--- config.mk ---
export PLATFORM = sky130hd
export DESIGN_NAME = cwm_comms_mode_timing
export DESIGN_NICKNAME = d
export VERILOG_FILES = /design/src/inc/cwm_pkg.sv /design/src/rtl/cwm_comms_mode_timing.sv /design/src/rtl/cwm_tick_timer.sv
export SDC_FILE = /design/constraint.sdc
export NUM_CORES = 1
export LEC_CHECK = 0
export BUFFER_PORTS_ARGS = -buffer_cell sky130_fd_sc_hd__buf_2
export CAP_MARGIN = 20
export CORE_ASPECT_RATIO = 0.7
export CORE_MARGIN = 2
export CORE_UTILIZATION = 45
export CTS_CLUSTER_SIZE = 28
export DETAILED_ROUTE_END_ITERATION = 8
export PLACE_DENSITY_LB_ADDON = 0.25
export REMOVE_ABC_BUFFERS = 1
export SLEW_MARGIN = 30
export SYNTH_ARGS = -nofsm -noshare
export SYNTH_HDL_FRONTEND = slang
export SYNTH_SLANG_ARGS = --single-unit
--- constraint.sdc ---
create_clock -name i_clk -period 2.9 [get_ports i_clk]
set_clock_uncertainty 0.05 [all_clocks]
set_input_delay 0.29 -clock i_clk [delete_from_list [all_inputs] [get_ports i_clk]]
set_output_delay 0.29 -clock i_clk [all_outputs]
set_load 0.05 [all_outputs]
--- src/inc/cwm_pkg.sv ---
// Operation
// [RQ1] Dwell time is an 8-bit count of 500 ms ticks, reset 0x14.
// [RQ2] Ready timeout is the 8-bit setting times 0.32 ms, reset 0x20.
// [RQ3] With stop-suppress clear, a stop closes the communication window.
// [RQ4] With stop-suppress set, no start within ready timeout aborts the window.
// [RQ5] Read-only write check runs while check-disable is clear, skipped when set.
// [RQ6] Streaming override forces streaming in normal power regardless of event mode.
// [RQ7] Host leaves reserved settings bits four to one cleared.
// [RQ8] Host always writes reserved settings bit zero as one.
// [RQ9] Angle sensor is kept inactive in ultra-low power mode.
// [RQ10] Communication mode select: clear streams every cycle, set is event driven.
// [RQ11] Auto switching disabled keeps the manually selected power mode.
// [RQ12] Auto switching steps one mode lower after idle dwell, activity restarts it.
package cwm_pkg;
	localparam logic [7:0] DWELL_OFFSET = 8'hd6;
	localparam logic [7:0] RDY_OFFSET = 8'hd8;
	localparam logic [7:0] SETTINGS_OFFSET = 8'hd9;
	localparam logic [7:0] DWELL_RESET = 8'h14;
	localparam logic [7:0] RDY_RESET = 8'h20;
	localparam logic [7:0] SETTINGS_RESET = 8'h01;
	localparam int STOP_SUPPRESS_BIT = 7;
	localparam int RO_CHECK_OFF_BIT = 6;
	localparam int NP_STREAM_BIT = 5;
	localparam int CLK_HZ = 25_000_000;
	localparam int DWELL_TICK_MS = 500;
	localparam int RDY_TICK_US = 320;
	localparam int DWELL_TICK_CYCLES = DWELL_TICK_MS * (CLK_HZ / 1000);
	localparam int RDY_TICK_CYCLES = RDY_TICK_US * (CLK_HZ / 1_000_000);
	localparam logic [1:0] MODE_NORMAL_POWER = 2'h0;
	localparam logic [1:0] MODE_LOW_POWER = 2'h1;
	localparam logic [1:0] MODE_ULTRA_LOW_POWER = 2'h2;
	localparam logic [1:0] MODE_HALT = 2'h3;

	typedef struct packed {
		logic stop_suppress;
		logic ro_check_off;
		logic normal_power_stream_force;
		logic [4:0] reserved;
	} cwm_settings_type;

	typedef enum logic [1:0] {WIN_IDLE, WIN_OPEN, WIN_HELD} cwm_win_state_type;
endpackage : cwm_pkg

--- src/rtl/cwm_comms_mode_timing.sv ---
`timescale 1ns/100ps
`default_nettype none
module cwm_comms_mode_timing #(
	parameter int DWELL_TICK_CYCLES = cwm_pkg::DWELL_TICK_CYCLES,
	parameter int RDY_TICK_CYCLES = cwm_pkg::RDY_TICK_CYCLES
) (
	// Clock and reset
	input wire logic i_clk,
	input wire logic i_rst,
	// Register port from the serial engine
	input wire logic i_reg_wr,
	input wire logic [7:0] i_reg_addr,
	input wire logic [7:0] i_reg_wdata,
	output logic [7:0] o_reg_rdata,
	// Serial bus conditions
	input wire logic i_start_det,
	input wire logic i_stop_det,
	// Power mode controls from the system settings
	input wire logic i_event_mode,
	input wire logic i_auto_disable,
	input wire logic i_ulp_enable,
	input wire logic [1:0] i_manual_mode,
	input wire logic i_activity,
	// Window status
	output logic o_window_active,
	output logic o_window_close,
	output logic o_window_abort,
	// Device behaviour
	output logic [1:0] o_power_mode,
	output logic o_stream_enable,
	output logic o_angle_sensor_enable,
	output logic o_ro_check_enable
);
	if (DWELL_TICK_CYCLES < 1 || RDY_TICK_CYCLES < 1) begin : g_bad_params
		$error("cwm_comms_mode_timing: tick counts must be at least one.");
	end

	logic [7:0] dwell_r;
	logic [7:0] rdy_r;
	cwm_pkg::cwm_settings_type settings_r;
	logic [7:0] rdata_r;
	cwm_pkg::cwm_win_state_type win_r;
	cwm_pkg::cwm_win_state_type win_nxt;
	logic close_r;
	logic abort_r;
	logic [1:0] mode_r;
	logic [1:0] mode_nxt;

	wire logic wr_dwell = i_reg_wr && (i_reg_addr == cwm_pkg::DWELL_OFFSET);
	wire logic wr_rdy = i_reg_wr && (i_reg_addr == cwm_pkg::RDY_OFFSET);
	wire logic wr_settings = i_reg_wr && (i_reg_addr == cwm_pkg::SETTINGS_OFFSET);
	wire logic [7:0] rdata_nxt = (i_reg_addr == cwm_pkg::DWELL_OFFSET) ? dwell_r :
		(i_reg_addr == cwm_pkg::RDY_OFFSET) ? rdy_r :
		(i_reg_addr == cwm_pkg::SETTINGS_OFFSET) ? settings_r : 8'h00;

	// Register bank with printed reset values.
	always_ff @(posedge i_clk) begin
		if (i_rst) begin
			dwell_r <= cwm_pkg::DWELL_RESET; // [RQ1]
			rdy_r <= cwm_pkg::RDY_RESET; // [RQ2]
			settings_r <= cwm_pkg::SETTINGS_RESET;
			rdata_r <= 8'h00;
		end else begin
			dwell_r <= wr_dwell ? i_reg_wdata : dwell_r;
			rdy_r <= wr_rdy ? i_reg_wdata : rdy_r;
			settings_r <= wr_settings ? i_reg_wdata : settings_r;
			rdata_r <= rdata_nxt;
		end
	end

	// Ready timeout timer counts 0.32 ms ticks while a stop is being held.
	logic rdy_expired;
	wire logic stop_held = (win_r == cwm_pkg::WIN_OPEN) && i_stop_det && settings_r.stop_suppress;
	wire logic rdy_cancel = (win_r != cwm_pkg::WIN_HELD) && !stop_held;
	cwm_tick_timer #(
		.TICK_CYCLES(RDY_TICK_CYCLES),
		.CNT_W(8)
	) u_rdy_timer (
		.i_clk(i_clk),
		.i_rst(i_rst),
		.i_load(stop_held), // [RQ2]
		.i_cancel(rdy_cancel),
		.i_ticks(rdy_r),
		.o_running(),
		.o_expired(rdy_expired)
	);

	// Communication window sequencing.
	always_comb begin
		win_nxt = win_r;
		unique case (win_r)
			cwm_pkg::WIN_IDLE: begin
				if (i_start_det) begin
					win_nxt = cwm_pkg::WIN_OPEN;
				end
			end
			cwm_pkg::WIN_OPEN: begin
				if (i_stop_det) begin
					win_nxt = settings_r.stop_suppress ? cwm_pkg::WIN_HELD : cwm_pkg::WIN_IDLE; // [RQ3] [RQ4]
				end
			end
			cwm_pkg::WIN_HELD: begin
				if (i_start_det) begin
					win_nxt = cwm_pkg::WIN_OPEN;
				end else if (rdy_expired) begin
					win_nxt = cwm_pkg::WIN_IDLE; // [RQ4]
				end
			end
			default: begin
				win_nxt = cwm_pkg::WIN_IDLE;
			end
		endcase
	end

	wire logic close_nxt = (win_r == cwm_pkg::WIN_OPEN) && i_stop_det && !settings_r.stop_suppress; // [RQ3]
	wire logic abort_nxt = (win_r == cwm_pkg::WIN_HELD) && !i_start_det && rdy_expired; // [RQ4]

	always_ff @(posedge i_clk) begin
		if (i_rst) begin
			win_r <= cwm_pkg::WIN_IDLE;
			close_r <= 1'b0;
			abort_r <= 1'b0;
		end else begin
			win_r <= win_nxt;
			close_r <= close_nxt;
			abort_r <= abort_nxt;
		end
	end

	// Dwell timer counts 500 ms ticks while auto switching is enabled.
	logic dwell_running;
	logic dwell_expired;
	wire logic auto_on = !i_auto_disable;
	wire logic dwell_load = auto_on && (i_activity || (!dwell_running && !dwell_expired)); // [RQ12]
	cwm_tick_timer #(
		.TICK_CYCLES(DWELL_TICK_CYCLES),
		.CNT_W(8)
	) u_dwell_timer (
		.i_clk(i_clk),
		.i_rst(i_rst),
		.i_load(dwell_load), // [RQ1]
		.i_cancel(!auto_on),
		.i_ticks(dwell_r),
		.o_running(dwell_running),
		.o_expired(dwell_expired)
	);

	wire logic [1:0] mode_step = (mode_r == cwm_pkg::MODE_NORMAL_POWER) ? cwm_pkg::MODE_LOW_POWER :
		(mode_r == cwm_pkg::MODE_LOW_POWER && i_ulp_enable) ? cwm_pkg::MODE_ULTRA_LOW_POWER : mode_r;

	always_comb begin
		mode_nxt = mode_r;
		if (!auto_on) begin
			mode_nxt = i_manual_mode; // [RQ11]
		end else if (i_activity) begin
			mode_nxt = cwm_pkg::MODE_NORMAL_POWER; // [RQ12]
		end else if (dwell_expired) begin
			mode_nxt = mode_step; // [RQ12]
		end
	end

	always_ff @(posedge i_clk) begin
		if (i_rst) begin
			mode_r <= cwm_pkg::MODE_NORMAL_POWER;
		end else begin
			mode_r <= mode_nxt;
		end
	end

	wire logic in_np = (mode_r == cwm_pkg::MODE_NORMAL_POWER);
	wire logic in_ulp = (mode_r == cwm_pkg::MODE_ULTRA_LOW_POWER);

	assign o_reg_rdata = rdata_r;
	assign o_window_active = (win_r != cwm_pkg::WIN_IDLE);
	assign o_window_close = close_r;
	assign o_window_abort = abort_r;
	assign o_power_mode = mode_r;
	assign o_stream_enable = !i_event_mode || (settings_r.normal_power_stream_force && in_np); // [RQ6] [RQ10]
	assign o_angle_sensor_enable = !in_ulp && (mode_r != cwm_pkg::MODE_HALT); // [RQ9]
	assign o_ro_check_enable = !settings_r.ro_check_off; // [RQ5]
endmodule : cwm_comms_mode_timing
`default_nettype wire

--- src/rtl/cwm_tick_timer.sv ---
`timescale 1ns/100ps
`default_nettype none
module cwm_tick_timer #(
	parameter int TICK_CYCLES = 8000,
	parameter int CNT_W = 8
) (
	// Clock and reset
	input wire logic i_clk,
	input wire logic i_rst,
	// Control
	input wire logic i_load,
	input wire logic i_cancel,
	input wire logic [CNT_W-1:0] i_ticks,
	// Status
	output logic o_running,
	output logic o_expired
);
	localparam int PRE_W = (TICK_CYCLES > 1) ? $clog2(TICK_CYCLES) : 1;
	localparam logic [PRE_W-1:0] PRE_LAST = PRE_W'(TICK_CYCLES - 1);

	if (TICK_CYCLES < 1 || CNT_W < 1) begin : g_bad_params
		$error("cwm_tick_timer: TICK_CYCLES and CNT_W must be at least one.");
	end

	logic [PRE_W-1:0] pre_r;
	logic [CNT_W-1:0] rem_r;
	logic running_r;
	logic expired_r;
	wire logic at_zero = (rem_r == '0);
	wire logic pre_wrap = (pre_r == PRE_LAST);

	always_ff @(posedge i_clk) begin
		if (i_rst || i_cancel) begin
			running_r <= 1'b0;
			expired_r <= 1'b0;
			pre_r <= '0;
			rem_r <= '0;
		end else if (i_load) begin
			running_r <= 1'b1;
			expired_r <= 1'b0;
			pre_r <= '0;
			rem_r <= i_ticks;
		end else if (running_r && at_zero) begin
			running_r <= 1'b0;
			expired_r <= 1'b1;
		end else begin
			expired_r <= 1'b0;
			if (running_r) begin
				pre_r <= pre_wrap ? '0 : pre_r + 1'b1;
				rem_r <= pre_wrap ? rem_r - 1'b1 : rem_r;
			end
		end
	end

	assign o_running = running_r;
	assign o_expired = expired_r;
endmodule : cwm_tick_timer
`default_nettype wire

Word level (Yosys, flattened, before mapping)
Index checks and enable logic that the tools add are counted. Widths: inputs -> output; s select.

Div/mod/pow operators: 0. Equal/unequal tests: 16. Magnitude comparators: 0. Bitwise logic cells: 2. Reductions and logical operators: 50. $add $sub $neg: 4. Multiply operators: 0. Shift operators: 0. Mux-type cells: 30.

Operators with widths (count): $mux 8 (11); $add 24x1->24 const B (1); $eq 24x24->1 const B (1); $eq 8x8->1 const B (3); $mux 24 (1); $mux 2 (10); $logic_and 1x1->1 (16); $logic_not 8->1 (2); $sub 8x1->8 const B (2); $reduce_bool 2->1 (7); $add 13x1->13 const B (1); $eq 13x13->1 const B (1); $mux 13 (1); $ne 2x2->1 const B (6); $logic_not 1->1 (9); $reduce_and 3->1 (3); $mux 1 (6); $pmux 2 s3 (1); $reduce_and 2->1 (3); $eq 2x1->1 const B (2); $eq 2x2->1 const B (2); $logic_not 2->1 (2); $logic_or 1x1->1 (4); $reduce_bool 4->1 (1); other kinds (4) (6).

Bits in registers: 95. Memory bits (writable): 0. Memories kept: 0. Latch bits: 0. Memory bits (read-only): 0. Output and inout port bits: 16.

Logic depth before layout (Yosys ltp)
Gate-level depths: netlist of run 1.

Depth after elaboration: 7. Depth in mapped cells: 10.

Hierarchy
From an unflattened synthesis of run 1, not the netlist that was laid out.

Cells, all modules: 584. Area, all modules: 4984.8 um2.

By module, submodules not included: cwm_comms_mode_timing (instances 1, area an instance 1901.8 um2, cells each 213, sequential area each 760.7 um2); cwm_tick_timer at u_dwell_timer (instances 1, area an instance 1784.2 um2, cells each 210, sequential area each 680.7 um2); cwm_tick_timer at u_rdy_timer (instances 1, area an instance 1298.7 um2, cells each 161, sequential area each 460.4 um2).

Worst setup path before layout of run 1
OpenSTA, ideal clock, no wires.

Path kind: register to register. Start: register u_dwell_timer.rem_r[0]. End: register u_dwell_timer.pre_r[1]. Arrival time: 2044 ps. Clock period less this slack: 2159 ps. Buffers on the path: 3. Cell stages (with the launch flop): 11. Library setup time: 64 ps. Path slack: 741 ps. Cells stage by stage: dfxtp_1 inv_1 ha_1 nor3b_1 a21bo_2 buf_2 nor3_2 or3_1 buf_2 buf_2 nor2_1.

Cells in the longest elaborated chain, start to end: 4.

Ends and longest elaborated chain: from (decl) (line cwm_tick_timer.sv:26) `logic [CNT_W-1:0] rem_r;`; from (signal assigned) (line cwm_tick_timer.sv:42) `rem_r <= i_ticks;`; from (signal assigned) (line cwm_tick_timer.sv:50) `rem_r <= pre_wrap ? rem_r - 1'b1 : rem_r;`; $logic_not 8->1 (line cwm_tick_timer.sv:29) `wire logic at_zero = (rem_r == '0);`; $logic_and 1x1->1 (line cwm_tick_timer.sv:43) `end else if (running_r && at_zero) begin`; $not 1->1 (no line); $reduce_and 2->1 (no line); to (signal assigned) (line cwm_tick_timer.sv:49) `pre_r <= pre_wrap ? '0 : pre_r + 1'b1;`; to (decl) (line cwm_tick_timer.sv:25) `logic [PRE_W-1:0] pre_r;`.

No other way between the ends. A chain may end at the register's enable or synchronous reset.

Worst setup path in the final report of run 1
Start: register u_dwell_timer.rem_r[0]. End: register u_dwell_timer.pre_r[19].

The elaborated chain is that of the path after synthesis.

==> results_tabular.tex, run 1 <==
\begin{tabular}{lr}
\hline
Metric & Value \\
\hline
\multicolumn{2}{l}{\textbf{Yosys}} \\
\quad Synth Area per Inst & 8.52 µm² \\
\quad Flop and latch count out of synthesis & 95 \\
\quad Register area share after synthesis & 44.5\% \\
\quad Fraction of registers with async set/reset & 0\% \\
\quad Synthesized netlist cell count & 501 \\
\quad Dominant register cell in the synthesized netlist & sky130\_fd\_sc\_hd\_\_dfxtp\_1 \\
\quad Number of distinct library cells after synthesis & 51 \\
\quad Post-synthesis instance area & 4270 µm² \\
\quad Warnings, synthesis & 0 \\
\quad Number of flops mapped to enable cells by yosys & 0 \\
\multicolumn{2}{l}{\textbf{Setup path}} \\
\quad Cell at the slowest stage of the critical path & sky130\_fd\_sc\_hd\_\_or3\_1 \\
\quad Cell-by-cell trace of the critical path & inv\_1, ha\_1, nor3b\_1, a21bo\_2, nor3\_2, or3\_1, a21oi\_1 \\
\quad Nature of the critical path startpoint & register \\
\quad Worst-case reg-to-reg path depth & 7 \\
\quad Launch point of the worst path & u\_dwell\_timer.rem\_r[0] \\
\quad Reg2Reg Capture Point & u\_dwell\_timer.pre\_r[19] \\
\quad Element type at the critical path end & register \\
\quad CP required & 3.11 ns \\
\quad Worst Setup Path Type & reg -> reg \\
\quad Setup slack, reg-to-reg & 0.24 ns \\
\quad Maximum fanout along the worst path & 24 \\
\quad Worst R2R Start & u\_dwell\_timer.rem\_r[0] \\
\quad Largest incremental delay on the critical path & 0.72 ns \\
\quad Worst endpoint data arrival time & 2.86 ns \\
\multicolumn{2}{l}{\textbf{Clock tree}} \\
\quad Number of clock sinks & 95 \\
\quad Number of buffers added by the clock tree synthesis step & 9 \\
\quad Count of H-tree levels built during CTS & 3 \\
\quad Post-cts repair resize count & 0 \\
\quad Clock root buffer master & sky130\_fd\_sc\_hd\_\_clkbuf\_16 \\
\quad Clock slew at reported path FFs & 0.07 ns \\
\quad Clock tree from TritonCTS & yes \\
\quad Number of hold buffers added after cts & 0 \\
\quad Deepest clock path buffer count & 2 \\
\quad Worst-Skew Late Latency & 0.34 ns \\
\quad Buffer count from post-CTS setup fixing & 0 \\
\multicolumn{2}{l}{\textbf{Status}} \\
\quad Outcome & finished, final reports clean \\
\multicolumn{2}{l}{\textbf{Global route}} \\
\quad Pin count of the biggest net entering global routing & 38 \\
\quad GRT busiest layer & met1 \\
\quad All-layer global routing usage & 19.6\% \\
\quad Number of antenna violations at the first check in global routing & 0 \\
\quad Fraction of met1 tracks used by global routing & 29.8\% \\
\quad Total congestion overflow after global routing & 0 \\
\quad First-pass GRT wire length & 16300 µm \\
\quad M2 GR Usage & 27.5\% \\
\quad Vias in the first global route & 3369 \\
\quad Met3 Use GR & 4.65\% \\
\multicolumn{2}{l}{\textbf{Detailed routing}} \\
\quad Post-route ant nets & 0 \\
\quad Routed wire per std cell & 14.8 µm \\
\quad Total number of vias & 3758 \\
\quad Total wirelength of the detailed-routed design & 9880 µm \\
\quad Initial detailed-routing violation count & 282 \\
\quad Number of remaining DRC errors & 0 \\
\quad Detailed-router iteration count before antenna repair & 7 \\
\quad DR vias/cell & 5.63 \\
\multicolumn{2}{l}{\textbf{Floorplan}} \\
\quad Core outline area & 9140 µm² \\
\quad Row cnt & 29 \\
\quad Chip width & 120 µm \\
\quad I/O pins & 43 \\
\quad Overall die area & 10300 µm² \\
\quad Height of the die & 85.5 µm \\
\quad Initial cell density of the core & 46.7\% \\
\multicolumn{2}{l}{\textbf{Finish}} \\
\quad Post-layout util & 54.1\% \\
\quad Filler cell count in the final layout & 870 \\
\quad Multi-input combinational cell area & 2240 µm² \\
\quad Register cell area after layout & 1900 µm² \\
\quad Leading cell type in the layout, fill and taps excluded & sky130\_fd\_sc\_hd\_\_dfxtp\_1 \\
\quad Antenna diodes & 0 \\
\quad Share of final-layout standard cells stronger than drive strength 1 & 14.5\% \\
\quad Summed area of non-filler cells in the final layout & 4940 µm² \\
\quad Net count reported at finish & 572 \\
\quad Area growth syn-to-layout & 15.8\% \\
\quad Most frequent cells in the layout & sky130\_fd\_sc\_hd\_\_dfxtp\_1 (95), sky130\_fd\_sc\_hd\_\_nor2\_1 (60), sky130\_fd\_sc\_hd\_\_nand2\_1 (50) \\
\multicolumn{2}{l}{\textbf{Hold path}} \\
\quad Worst min-delay path class & in -> reg \\
\quad Min-Delay Path Depth & 2 \\
\quad Source of the worst hold timing path & i\_start\_det \\
\quad Hold Path End & o\_window\_abort \\
\multicolumn{2}{l}{\textbf{Power}} \\
\quad Leak & 0.00177 µW \\
\quad Cell Pwr Density & 555 nW/µm² \\
\quad Maximum ir drop on the vdd rail & 0.319 mV \\
\quad Total power & 2740 µW \\
\multicolumn{2}{l}{\textbf{STA}} \\
\quad Total Neg Setup Slack & 0 ns \\
\quad Final period utilization & 91.6\% \\
\quad Count of final max-slew check failures & 0 \\
\quad Hold Violations, Final & 0 \\
\quad Fmax & 376 MHz \\
\quad RSZ-0062 raised after global routing & no \\
\quad Min Hold Slack & 0.0720 ns \\
\quad Measured slew at the worst slew-check pin & 0.845 ns \\
\quad Slew margin rel. & 43.7\% \\
\quad Number of endpoints failing setup at the final stage & 0 \\
\quad Time the final worst path needs with I/O delays and setup & 2.66 ns \\
\multicolumn{2}{l}{\textbf{Place}} \\
\quad Area post-placement & 4610 µm² \\
\quad HPWL after detailed placement & 7050 µm \\
\quad \# port buffers & 42 \\
\quad Final estimated routing congestion in global placement & 0.848 \\
\multicolumn{2}{l}{\textbf{Job}} \\
\quad Maximum Capacitance Violations & 0 \\
\hline
\end{tabular}
worst max-delay path by stage:
| stage | end | slack [ns] | cells after the start |
|---|---|---|---|
| after floorplan | rdy_r[5] | 0.41 | 4 |
| after global placement | u_dwell_timer.pre_r[7] | 0.48 | 5 |
| after detailed placement | u_dwell_timer.pre_r[19] | 0.30 | 7 |
| after CTS | u_dwell_timer.pre_r[19] | 0.25 | 7 |
| after global routing | u_dwell_timer.pre_r[21] | 0.03 | 7 |
| final | u_dwell_timer.pre_r[19] | 0.24 | 7 |
cells in the mapped netlist, drive strengths merged (11+ instances only):
library cell | number | share of area (%)
a21oi | 37 | 4.3
and3 | 12 | 1.8
clkbuf | 17 | 1.5
dfxtp | 95 | 45
inv | 12 | 1.1
nand2 | 50 | 4.4
nand3 | 33 | 3.9
nand4 | 16 | 2.3
nor2 | 60 | 5.3
nor3 | 17 | 2.1
nor4 | 15 | 2.7
o21ai | 11 | 1.3
xnor2 | 22 | 4.5
xor2 | 23 | 4.7
metrics by stage:
step | instances | worst slack (ns)
floorplan | 478 | 0.412
global placement | 652 | 0.481
detailed placement | 652 | 0.299
CTS | 668 | 0.250
global route | 668 | 0.0290
finish | 668 | 0.243
logic make-up after synthesis:
| family | after synthesis | share of synthesized area, % |
|---|---|---|
| AOI/OAI and AO/OA | 77 | 11.6 |
| muxes | 2 | 0.469 |
| adders and majority gates | 6 | 1.76 |
| DFF | 95 | 44.5 |
| and+or+nand+nor | 241 | 29.2 |
| buffers and inverters | 35 | 3.19 |
| xor gates and xnor gates | 45 | 9.23 |
final cells by class:
| class | count | share of cell area [%] |
|---|---|---|
| Timing Repair Buffer | 50 | 5.47 |
| Inverter | 12 | 0.911 |
| Clock buffer | 11 | 4.91 |
| Tap cell | 124 | 3.14 |
| Sequential cell | 95 | 38.5 |
| Clock inverter | 5 | 1.80 |
| Multi-Input combinational cell | 371 | 45.3 |
layer usage:
metal / part of all wire, % / vias to the layer above
met2: 40 / 121
met4: 1.2 / 0
li1: - / 1855
met3: 5.8 / 14
met1: 53 / 1768
met5: 0 / -
power by group:
group / leakage [µW] / internal, µW / switching (µW) / total (µW)
combinational: 0.000841 / 40.7 / 78.9 / 120
sequential: 0.000767 / 1310 / 9.04 / 1320
clock: 0.000162 / 790 / 512 / 1300
registers in the layout (all words and copies together), names as in the netlist:
signal / flops
rdy_r: 8
u_rdy_timer.pre_r: 13
win_r: 2
u_dwell_timer.pre_r: 24
u_rdy_timer.o_running: 1
u_dwell_timer.o_running: 1
u_rdy_timer.o_expired: 1
settings_r: 8
u_dwell_timer.o_expired: 1
o_window_abort: 1
o_power_mode: 2
u_rdy_timer.rem_r: 8
o_window_close: 1
o_reg_rdata: 8
u_dwell_timer.rem_r: 8
dwell_r: 8
worst max-delay path, delay by kind of cell (launching register included):
family          cells  cell delay [ns]
compound gates      2             0.58
fa+ha+maj           1             0.16
buf+inv             1             0.11
flops               1             0.34
simple gates        3             1.33
Note: power is estimated with default switching activity, not from simulation.
==> run 2, diff against run 1 <==
- CORE_ASPECT_RATIO: 0.7 -> 0.6
- RECOVER_POWER: not set -> 50
==> results_tabular.tex, run 2 (same netlist as run 1, synthesis figures left out) <==
\begin{tabular}{lr}
\hline
Metric & Value \\
\hline
\multicolumn{2}{l}{\textbf{Status}} \\
\quad Outcome & finished, final reports clean \\
\multicolumn{2}{l}{\textbf{Floorplan}} \\
\quad Height of the die & 79.4 µm \\
\quad Row cnt & 27 \\
\quad Chip width & 130 µm \\
\quad Overall die area & 10300 µm² \\
\quad Core outline area & 9190 µm² \\
\quad Initial cell density of the core & 46.5\% \\
\quad I/O pins & 43 \\
\multicolumn{2}{l}{\textbf{Global route}} \\
\quad M2 GR Usage & 28.6\% \\
\quad GRT busiest layer & met1 \\
\quad Fraction of met1 tracks used by global routing & 32.8\% \\
\quad First-pass GRT wire length & 17100 µm \\
\quad All-layer global routing usage & 21.1\% \\
\quad Vias in the first global route & 3472 \\
\quad Total congestion overflow after global routing & 0 \\
\quad Pin count of the biggest net entering global routing & 28 \\
\quad Number of antenna violations at the first check in global routing & 0 \\
\quad Met3 Use GR & 5.16\% \\
\multicolumn{2}{l}{\textbf{STA}} \\
\quad RSZ-0062 raised after global routing & no \\
\quad Fmax & 380 MHz \\
\quad Slew margin rel. & 40.6\% \\
\quad Hold Violations, Final & 0 \\
\quad Total Neg Setup Slack & 0 ns \\
\quad Final period utilization & 90.7\% \\
\quad Worst setup slack after layout & 0.270 ns \\
\quad Number of endpoints failing setup at the final stage & 0 \\
\quad Min Hold Slack & 0.0857 ns \\
\quad Measured slew at the worst slew-check pin & 0.891 ns \\
\quad Time the final worst path needs with I/O delays and setup & 2.63 ns \\
\quad Count of final max-slew check failures & 0 \\
\multicolumn{2}{l}{\textbf{Finish}} \\
\quad Most frequent cells in the layout & sky130\_fd\_sc\_hd\_\_dfxtp\_1 (95), sky130\_fd\_sc\_hd\_\_nor2\_1 (60), sky130\_fd\_sc\_hd\_\_nand2\_1 (50) \\
\quad Largest registers in the final layout & u\_dwell\_timer.pre\_r (24), u\_rdy\_timer.pre\_r (13) \\
\quad Final cell count without fillers & 674 \\
\quad Antenna diodes & 0 \\
\quad Register with the most flip-flops & u\_dwell\_timer.pre\_r \\
\quad Leading cell type in the layout, fill and taps excluded & sky130\_fd\_sc\_hd\_\_dfxtp\_1 \\
\quad Max FFs per register & 24 \\
\quad Area growth syn-to-layout & 14.7\% \\
\quad Share of final-layout standard cells stronger than drive strength 1 & 10.7\% \\
\quad Net count reported at finish & 572 \\
\multicolumn{2}{l}{\textbf{Setup path}} \\
\quad Cell-by-cell trace of the critical path & inv\_1, ha\_1, nor3b\_1, a21bo\_2, nor3\_2, or3\_1, a21oi\_1 \\
\quad CP required & 3.12 ns \\
\quad Nature of the critical path startpoint & register \\
\quad Worst R2R Start & u\_dwell\_timer.rem\_r[0] \\
\quad Largest incremental delay on the critical path & 0.70 ns \\
\quad Maximum fanout along the worst path & 24 \\
\quad Cell at the slowest stage of the critical path & sky130\_fd\_sc\_hd\_\_or3\_1 \\
\quad Element type at the critical path end & register \\
\quad Worst endpoint data arrival time & 2.85 ns \\
\quad Launch point of the worst path & u\_dwell\_timer.rem\_r[0] \\
\quad Worst Setup Path Type & reg -> reg \\
\multicolumn{2}{l}{\textbf{Clock tree}} \\
\quad Number of clock sinks & 95 \\
\quad Number of hold buffers added after cts & 0 \\
\quad Worst-Skew Late Latency & 0.34 ns \\
\quad Clock slew at reported path FFs & 0.07 ns \\
\quad Post-cts repair resize count & 0 \\
\quad Clock tree from TritonCTS & yes \\
\quad Clock root buffer master & sky130\_fd\_sc\_hd\_\_clkbuf\_16 \\
\quad Count of H-tree levels built during CTS & 3 \\
\quad Buffer count from post-CTS setup fixing & 0 \\
\quad Number of buffers added by the clock tree synthesis step & 9 \\
\quad Deepest clock path buffer count & 2 \\
\multicolumn{2}{l}{\textbf{Place}} \\
\quad Post-Place Cells & 658 \\
\quad DP Worst Slack & 0.282 ns \\
\quad HPWL after detailed placement & 7470 µm \\
\quad Final estimated routing congestion in global placement & 0.836 \\
\quad \# port buffers & 42 \\
\multicolumn{2}{l}{\textbf{Power}} \\
\quad Cell Pwr Density & 553 nW/µm² \\
\quad Total power & 2710 µW \\
\quad Maximum ir drop on the vdd rail & 0.372 mV \\
\quad Leak & 0.00168 µW \\
\multicolumn{2}{l}{\textbf{Detailed routing}} \\
\quad Total number of vias & 3787 \\
\quad Post-route ant nets & 0 \\
\quad Number of remaining DRC errors & 0 \\
\quad Total wirelength of the detailed-routed design & 10400 µm \\
\quad Routed wire per std cell & 15.5 µm \\
\quad Detailed-router iteration count before antenna repair & 5 \\
\quad DR vias/cell & 5.62 \\
\quad Initial detailed-routing violation count & 255 \\
\multicolumn{2}{l}{\textbf{Hold path}} \\
\quad Worst min-delay path class & in -> reg \\
\quad Source of the worst hold timing path & i\_start\_det \\
\multicolumn{2}{l}{\textbf{Job}} \\
\quad Maximum Capacitance Violations & 0 \\
\hline
\end{tabular}
[run 2: changes by cell type in the layout (fill, tap and decap cells not counted), sizes merged]
cell / before / now
buf: 50 / 30
clkinvlp: 0 / 3
inv: 14 / 13
clkbuf: 11 / 29
[run 2: per-layer routing]
| metal | vias to the layer above | wire, µm | share of wire, % |
|---|---|---|---|
| li1 | 1851 | - | - |
| met1 | 1808 | 5540 | 53 |
| met2 | 122 | 4090 | 39 |
| met3 | 6 | 727 | 7.0 |
| met4 | 0 | 81 | 0.78 |
| met5 | - | 0 | 0 |
[run 2: worst max-delay path, delay by kind of cell, from the launching register on]
family,cells,cell delay (ns)
AOI/OAI and AO/OA,2,0.58
adders and majority gates,1,0.15
buffers and inverters,1,0.11
DFF,1,0.35
and+or+nand+nor,3,1.31
[run 2: path summary, 6_finish.rpt]
| check | endpoint | slack, ns | cells after the start |
|---|---|---|---|
| worst max register to register | u_dwell_timer.pre_r[23] | 0.27 | 7 |
| worst min register to register | rdy_r[2] | 0.43 | 2 |
| worst min-delay path | o_window_abort | 0.09 | 2 |
| worst max-delay path | u_dwell_timer.pre_r[23] | 0.27 | 7 |
[run 2: power breakdown]
part	internal (µW)	switching, µW	total, µW
clock network	757	513	1270
registers	1310	9.11	1320
logic	39.3	77.5	117
[run 2: layout make-up]
cell class / count / area (µm²)
multi-input combinational: 371 / 2230
fill: 882 / 4290
clock inverter: 7 / 96.3
sequential: 95 / 1900
clock buffer: 9 / 225
tap: 130 / 163
inverter: 12 / 45.0
timing repair buffer: 50 / 235
[run 2: metrics by stage]
step	utilization (%)	cell area (µm²)
final	53.3	4900
after global routing	53.3	4900
after floorplan	-	4180
after global placement	50.3	4620
after CTS	53.8	4940
after detailed placement	50.3	4620
==> run 3, diff against run 2 <==
- clock period: 2.9 -> 2.21 ns (I/O delays scaled with it)
==> results_tabular.tex, run 3 (same netlist as run 1, synthesis figures left out) <==
\begin{tabular}{lr}
\hline
Metric & Value \\
\hline
\multicolumn{2}{l}{\textbf{Place}} \\
\quad HPWL after detailed placement & 7440 µm \\
\quad \# port buffers & 42 \\
\quad Final estimated routing congestion in global placement & 0.847 \\
\multicolumn{2}{l}{\textbf{Hold path}} \\
\quad Min-Delay Path Depth & 3 \\
\quad Worst min-delay path class & in -> reg \\
\multicolumn{2}{l}{\textbf{Power}} \\
\quad Leak & 0.00180 µW \\
\quad Switching pwr & 781 µW \\
\quad Internal power & 2910 µW \\
\quad Part of the total power dissipated in combinational logic & 4.4\% \\
\quad Total power & 3690 µW \\
\quad Cell Pwr Density & 719 nW/µm² \\
\quad Part of the total power dissipated in sequential elements & 46.9\% \\
\quad Part of the power in the clock network & 48.7\% \\
\quad Fraction of power spent switching nets & 21.1\% \\
\quad Maximum ir drop on the vdd rail & 0.459 mV \\
\multicolumn{2}{l}{\textbf{Setup path}} \\
\quad Nature of the critical path startpoint & register \\
\quad Worst-case reg-to-reg path depth & 5 \\
\quad Worst Setup Path Type & reg -> reg \\
\quad Worst endpoint data arrival time & 2.36 ns \\
\quad Element type at the critical path end & register \\
\quad CP required & 2.43 ns \\
\quad Maximum fanout along the worst path & 5 \\
\multicolumn{2}{l}{\textbf{Detailed routing}} \\
\quad Routed wire per std cell & 15.2 µm \\
\quad Post-route ant nets & 0 \\
\quad Number of remaining DRC errors & 0 \\
\quad Total number of vias & 3824 \\
\quad DR vias/cell & 5.55 \\
\quad Total wirelength of the detailed-routed design & 10500 µm \\
\quad Initial detailed-routing violation count & 361 \\
\quad Detailed-router iteration count before antenna repair & 5 \\
\multicolumn{2}{l}{\textbf{Floorplan}} \\
\quad Core outline area & 9190 µm² \\
\quad I/O pins & 43 \\
\quad Row cnt & 27 \\
\quad Overall die area & 10300 µm² \\
\quad Initial cell density of the core & 46.5\% \\
\quad Height of the die & 79.4 µm \\
\quad Chip width & 130 µm \\
\multicolumn{2}{l}{\textbf{Finish}} \\
\quad Most frequent cells in the layout & sky130\_fd\_sc\_hd\_\_dfxtp\_1 (94), sky130\_fd\_sc\_hd\_\_nor2\_1 (60), sky130\_fd\_sc\_hd\_\_nand2\_1 (50) \\
\quad Largest registers in the final layout & u\_dwell\_timer.pre\_r (24), u\_rdy\_timer.pre\_r (13) \\
\quad Antenna diodes & 0 \\
\quad Net count reported at finish & 587 \\
\quad Share of final-layout standard cells stronger than drive strength 1 & 15.7\% \\
\quad Area growth syn-to-layout & 20.3\% \\
\quad Post-layout util & 55.9\% \\
\quad Leading cell type in the layout, fill and taps excluded & sky130\_fd\_sc\_hd\_\_dfxtp\_1 \\
\quad Register with the most flip-flops & u\_dwell\_timer.pre\_r \\
\quad Max FFs per register & 24 \\
\multicolumn{2}{l}{\textbf{Clock tree}} \\
\quad Clock tree from TritonCTS & yes \\
\quad Worst-Skew Late Latency & 0.34 ns \\
\quad Number of buffers added by the clock tree synthesis step & 9 \\
\quad Number of clock sinks & 95 \\
\quad Count of H-tree levels built during CTS & 3 \\
\quad Clock slew at reported path FFs & 0.07 ns \\
\quad Deepest clock path buffer count & 2 \\
\quad Clock root buffer master & sky130\_fd\_sc\_hd\_\_clkbuf\_16 \\
\multicolumn{2}{l}{\textbf{Global route}} \\
\quad Number of antenna violations at the first check in global routing & 1 \\
\quad Vias in the first global route & 3401 \\
\quad Total congestion overflow after global routing & 0 \\
\quad Pin count of the biggest net entering global routing & 37 \\
\quad All-layer global routing usage & 21.4\% \\
\quad First-pass GRT wire length & 17300 µm \\
\multicolumn{2}{l}{\textbf{STA}} \\
\quad Count of final max-slew check failures & 0 \\
\quad RSZ-0062 raised after global routing & yes \\
\quad Number of endpoints failing setup at the final stage & 0 \\
\quad Hold Violations, Final & 0 \\
\quad Measured slew at the worst slew-check pin & 0.871 ns \\
\quad Fmax & 468 MHz \\
\quad Final period utilization & 96.8\% \\
\quad Slew margin rel. & 41.9\% \\
\quad Time the final worst path needs with I/O delays and setup & 2.14 ns \\
\multicolumn{2}{l}{\textbf{Status}} \\
\quad Outcome & finished, final reports clean \\
\multicolumn{2}{l}{\textbf{Job}} \\
\quad Maximum Capacitance Violations & 0 \\
\hline
\end{tabular}
==> run 3: cell types whose count changed in the layout (fill, tap and decap cells not counted), moves of 2 or more <==
cell,delta
sky130_fd_sc_hd__clkbuf_1,-3
sky130_fd_sc_hd__nor4_1,-3
sky130_fd_sc_hd__inv_1,-2
sky130_fd_sc_hd__clkinvlp_4,-2
sky130_fd_sc_hd__nor4_2,+2
sky130_fd_sc_hd__buf_4,+15
sky130_fd_sc_hd__inv_2,+2
==> run 3: layout make-up <==
class / count / area (µm²)
Clock inverter: 6 / 108
Multi-Input combinational cell: 371 / 2300
Tap cell: 130 / 163
Inverter: 12 / 45.0
Fill cell: 855 / 4050
Sequential cell: 95 / 1900
Clock buffer: 10 / 239
Timing Repair Buffer: 65 / 382
==> run 3: timing repair <==
item                                   4_1_cts  5_1_grt
buffers inserted                             0        1
hold buffers                                 1        0
endpoints found under the hold margin        1        0
gates cloned                                 0        0
gates resized for setup                      5       13
setup endpoints to repair                   16       26
==> run 3: final timing paths <==
| path | slack, ns | startpoint | to |
|---|---|---|---|
| hold reg to reg | 0.41 | settings_r[1] | settings_r[1] |
| setup reg to reg | 0.07 | u_rdy_timer.rem_r[3] | u_rdy_timer.rem_r[7] |
| setup / recovery | 0.07 | u_rdy_timer.rem_r[3] | u_rdy_timer.rem_r[7] |
| hold / removal | 0.07 | i_manual_mode[0] | o_power_mode[0] |
==> run 3: routing by layer <==
| layer | vias up | GRT usage (%) | part of all wire, % |
|---|---|---|---|
| met5 | - | 0 | 0 |
| met4 | 0 | 6.02 | 1.3 |
| met3 | 14 | 5.63 | 7.0 |
| met2 | 128 | 28.2 | 38 |
| met1 | 1784 | 33.5 | 53 |
| li1 | 1898 | - | - |
==> run 3: metrics by stage <==
step	hold slack [ns]	instances	instance area [µm²]	worst slack [ns]	TNS (ns)
after CTS	0.0619	688	5110	0.000931	0
after global placement	0.359	671	4730	0.134	0
after global routing	0.0764	689	5140	-0.0194	-0.0194
after floorplan	0.240	478	4180	-0.226	-3.95
final	0.0705	689	5140	0.0712	0
after detailed placement	0.357	671	4730	-0.0472	-0.0945
==> run 3: worst max-delay path, stage by stage (launching register included) <==
cell and delay (ns):
sky130_fd_sc_hd__dfxtp_1 0.36, sky130_fd_sc_hd__or4_4 0.59, sky130_fd_sc_hd__or4_1 0.43, sky130_fd_sc_hd__nor4_2 0.31, sky130_fd_sc_hd__xnor2_1 0.12, sky130_fd_sc_hd__a211oi_2 0.20
==> run 3: power by group through the flow <==
stage / Sequential [µW] / Combinational (µW) / Clock (µW)
after floorplan: 1780 / 73.2 / 0
after global placement: 1770 / 157 / 0
after detailed placement: 1770 / 160 / 0
after CTS: 1730 / 162 / 1820
after global routing: 1730 / 178 / 1900
final: 1730 / 162 / 1800
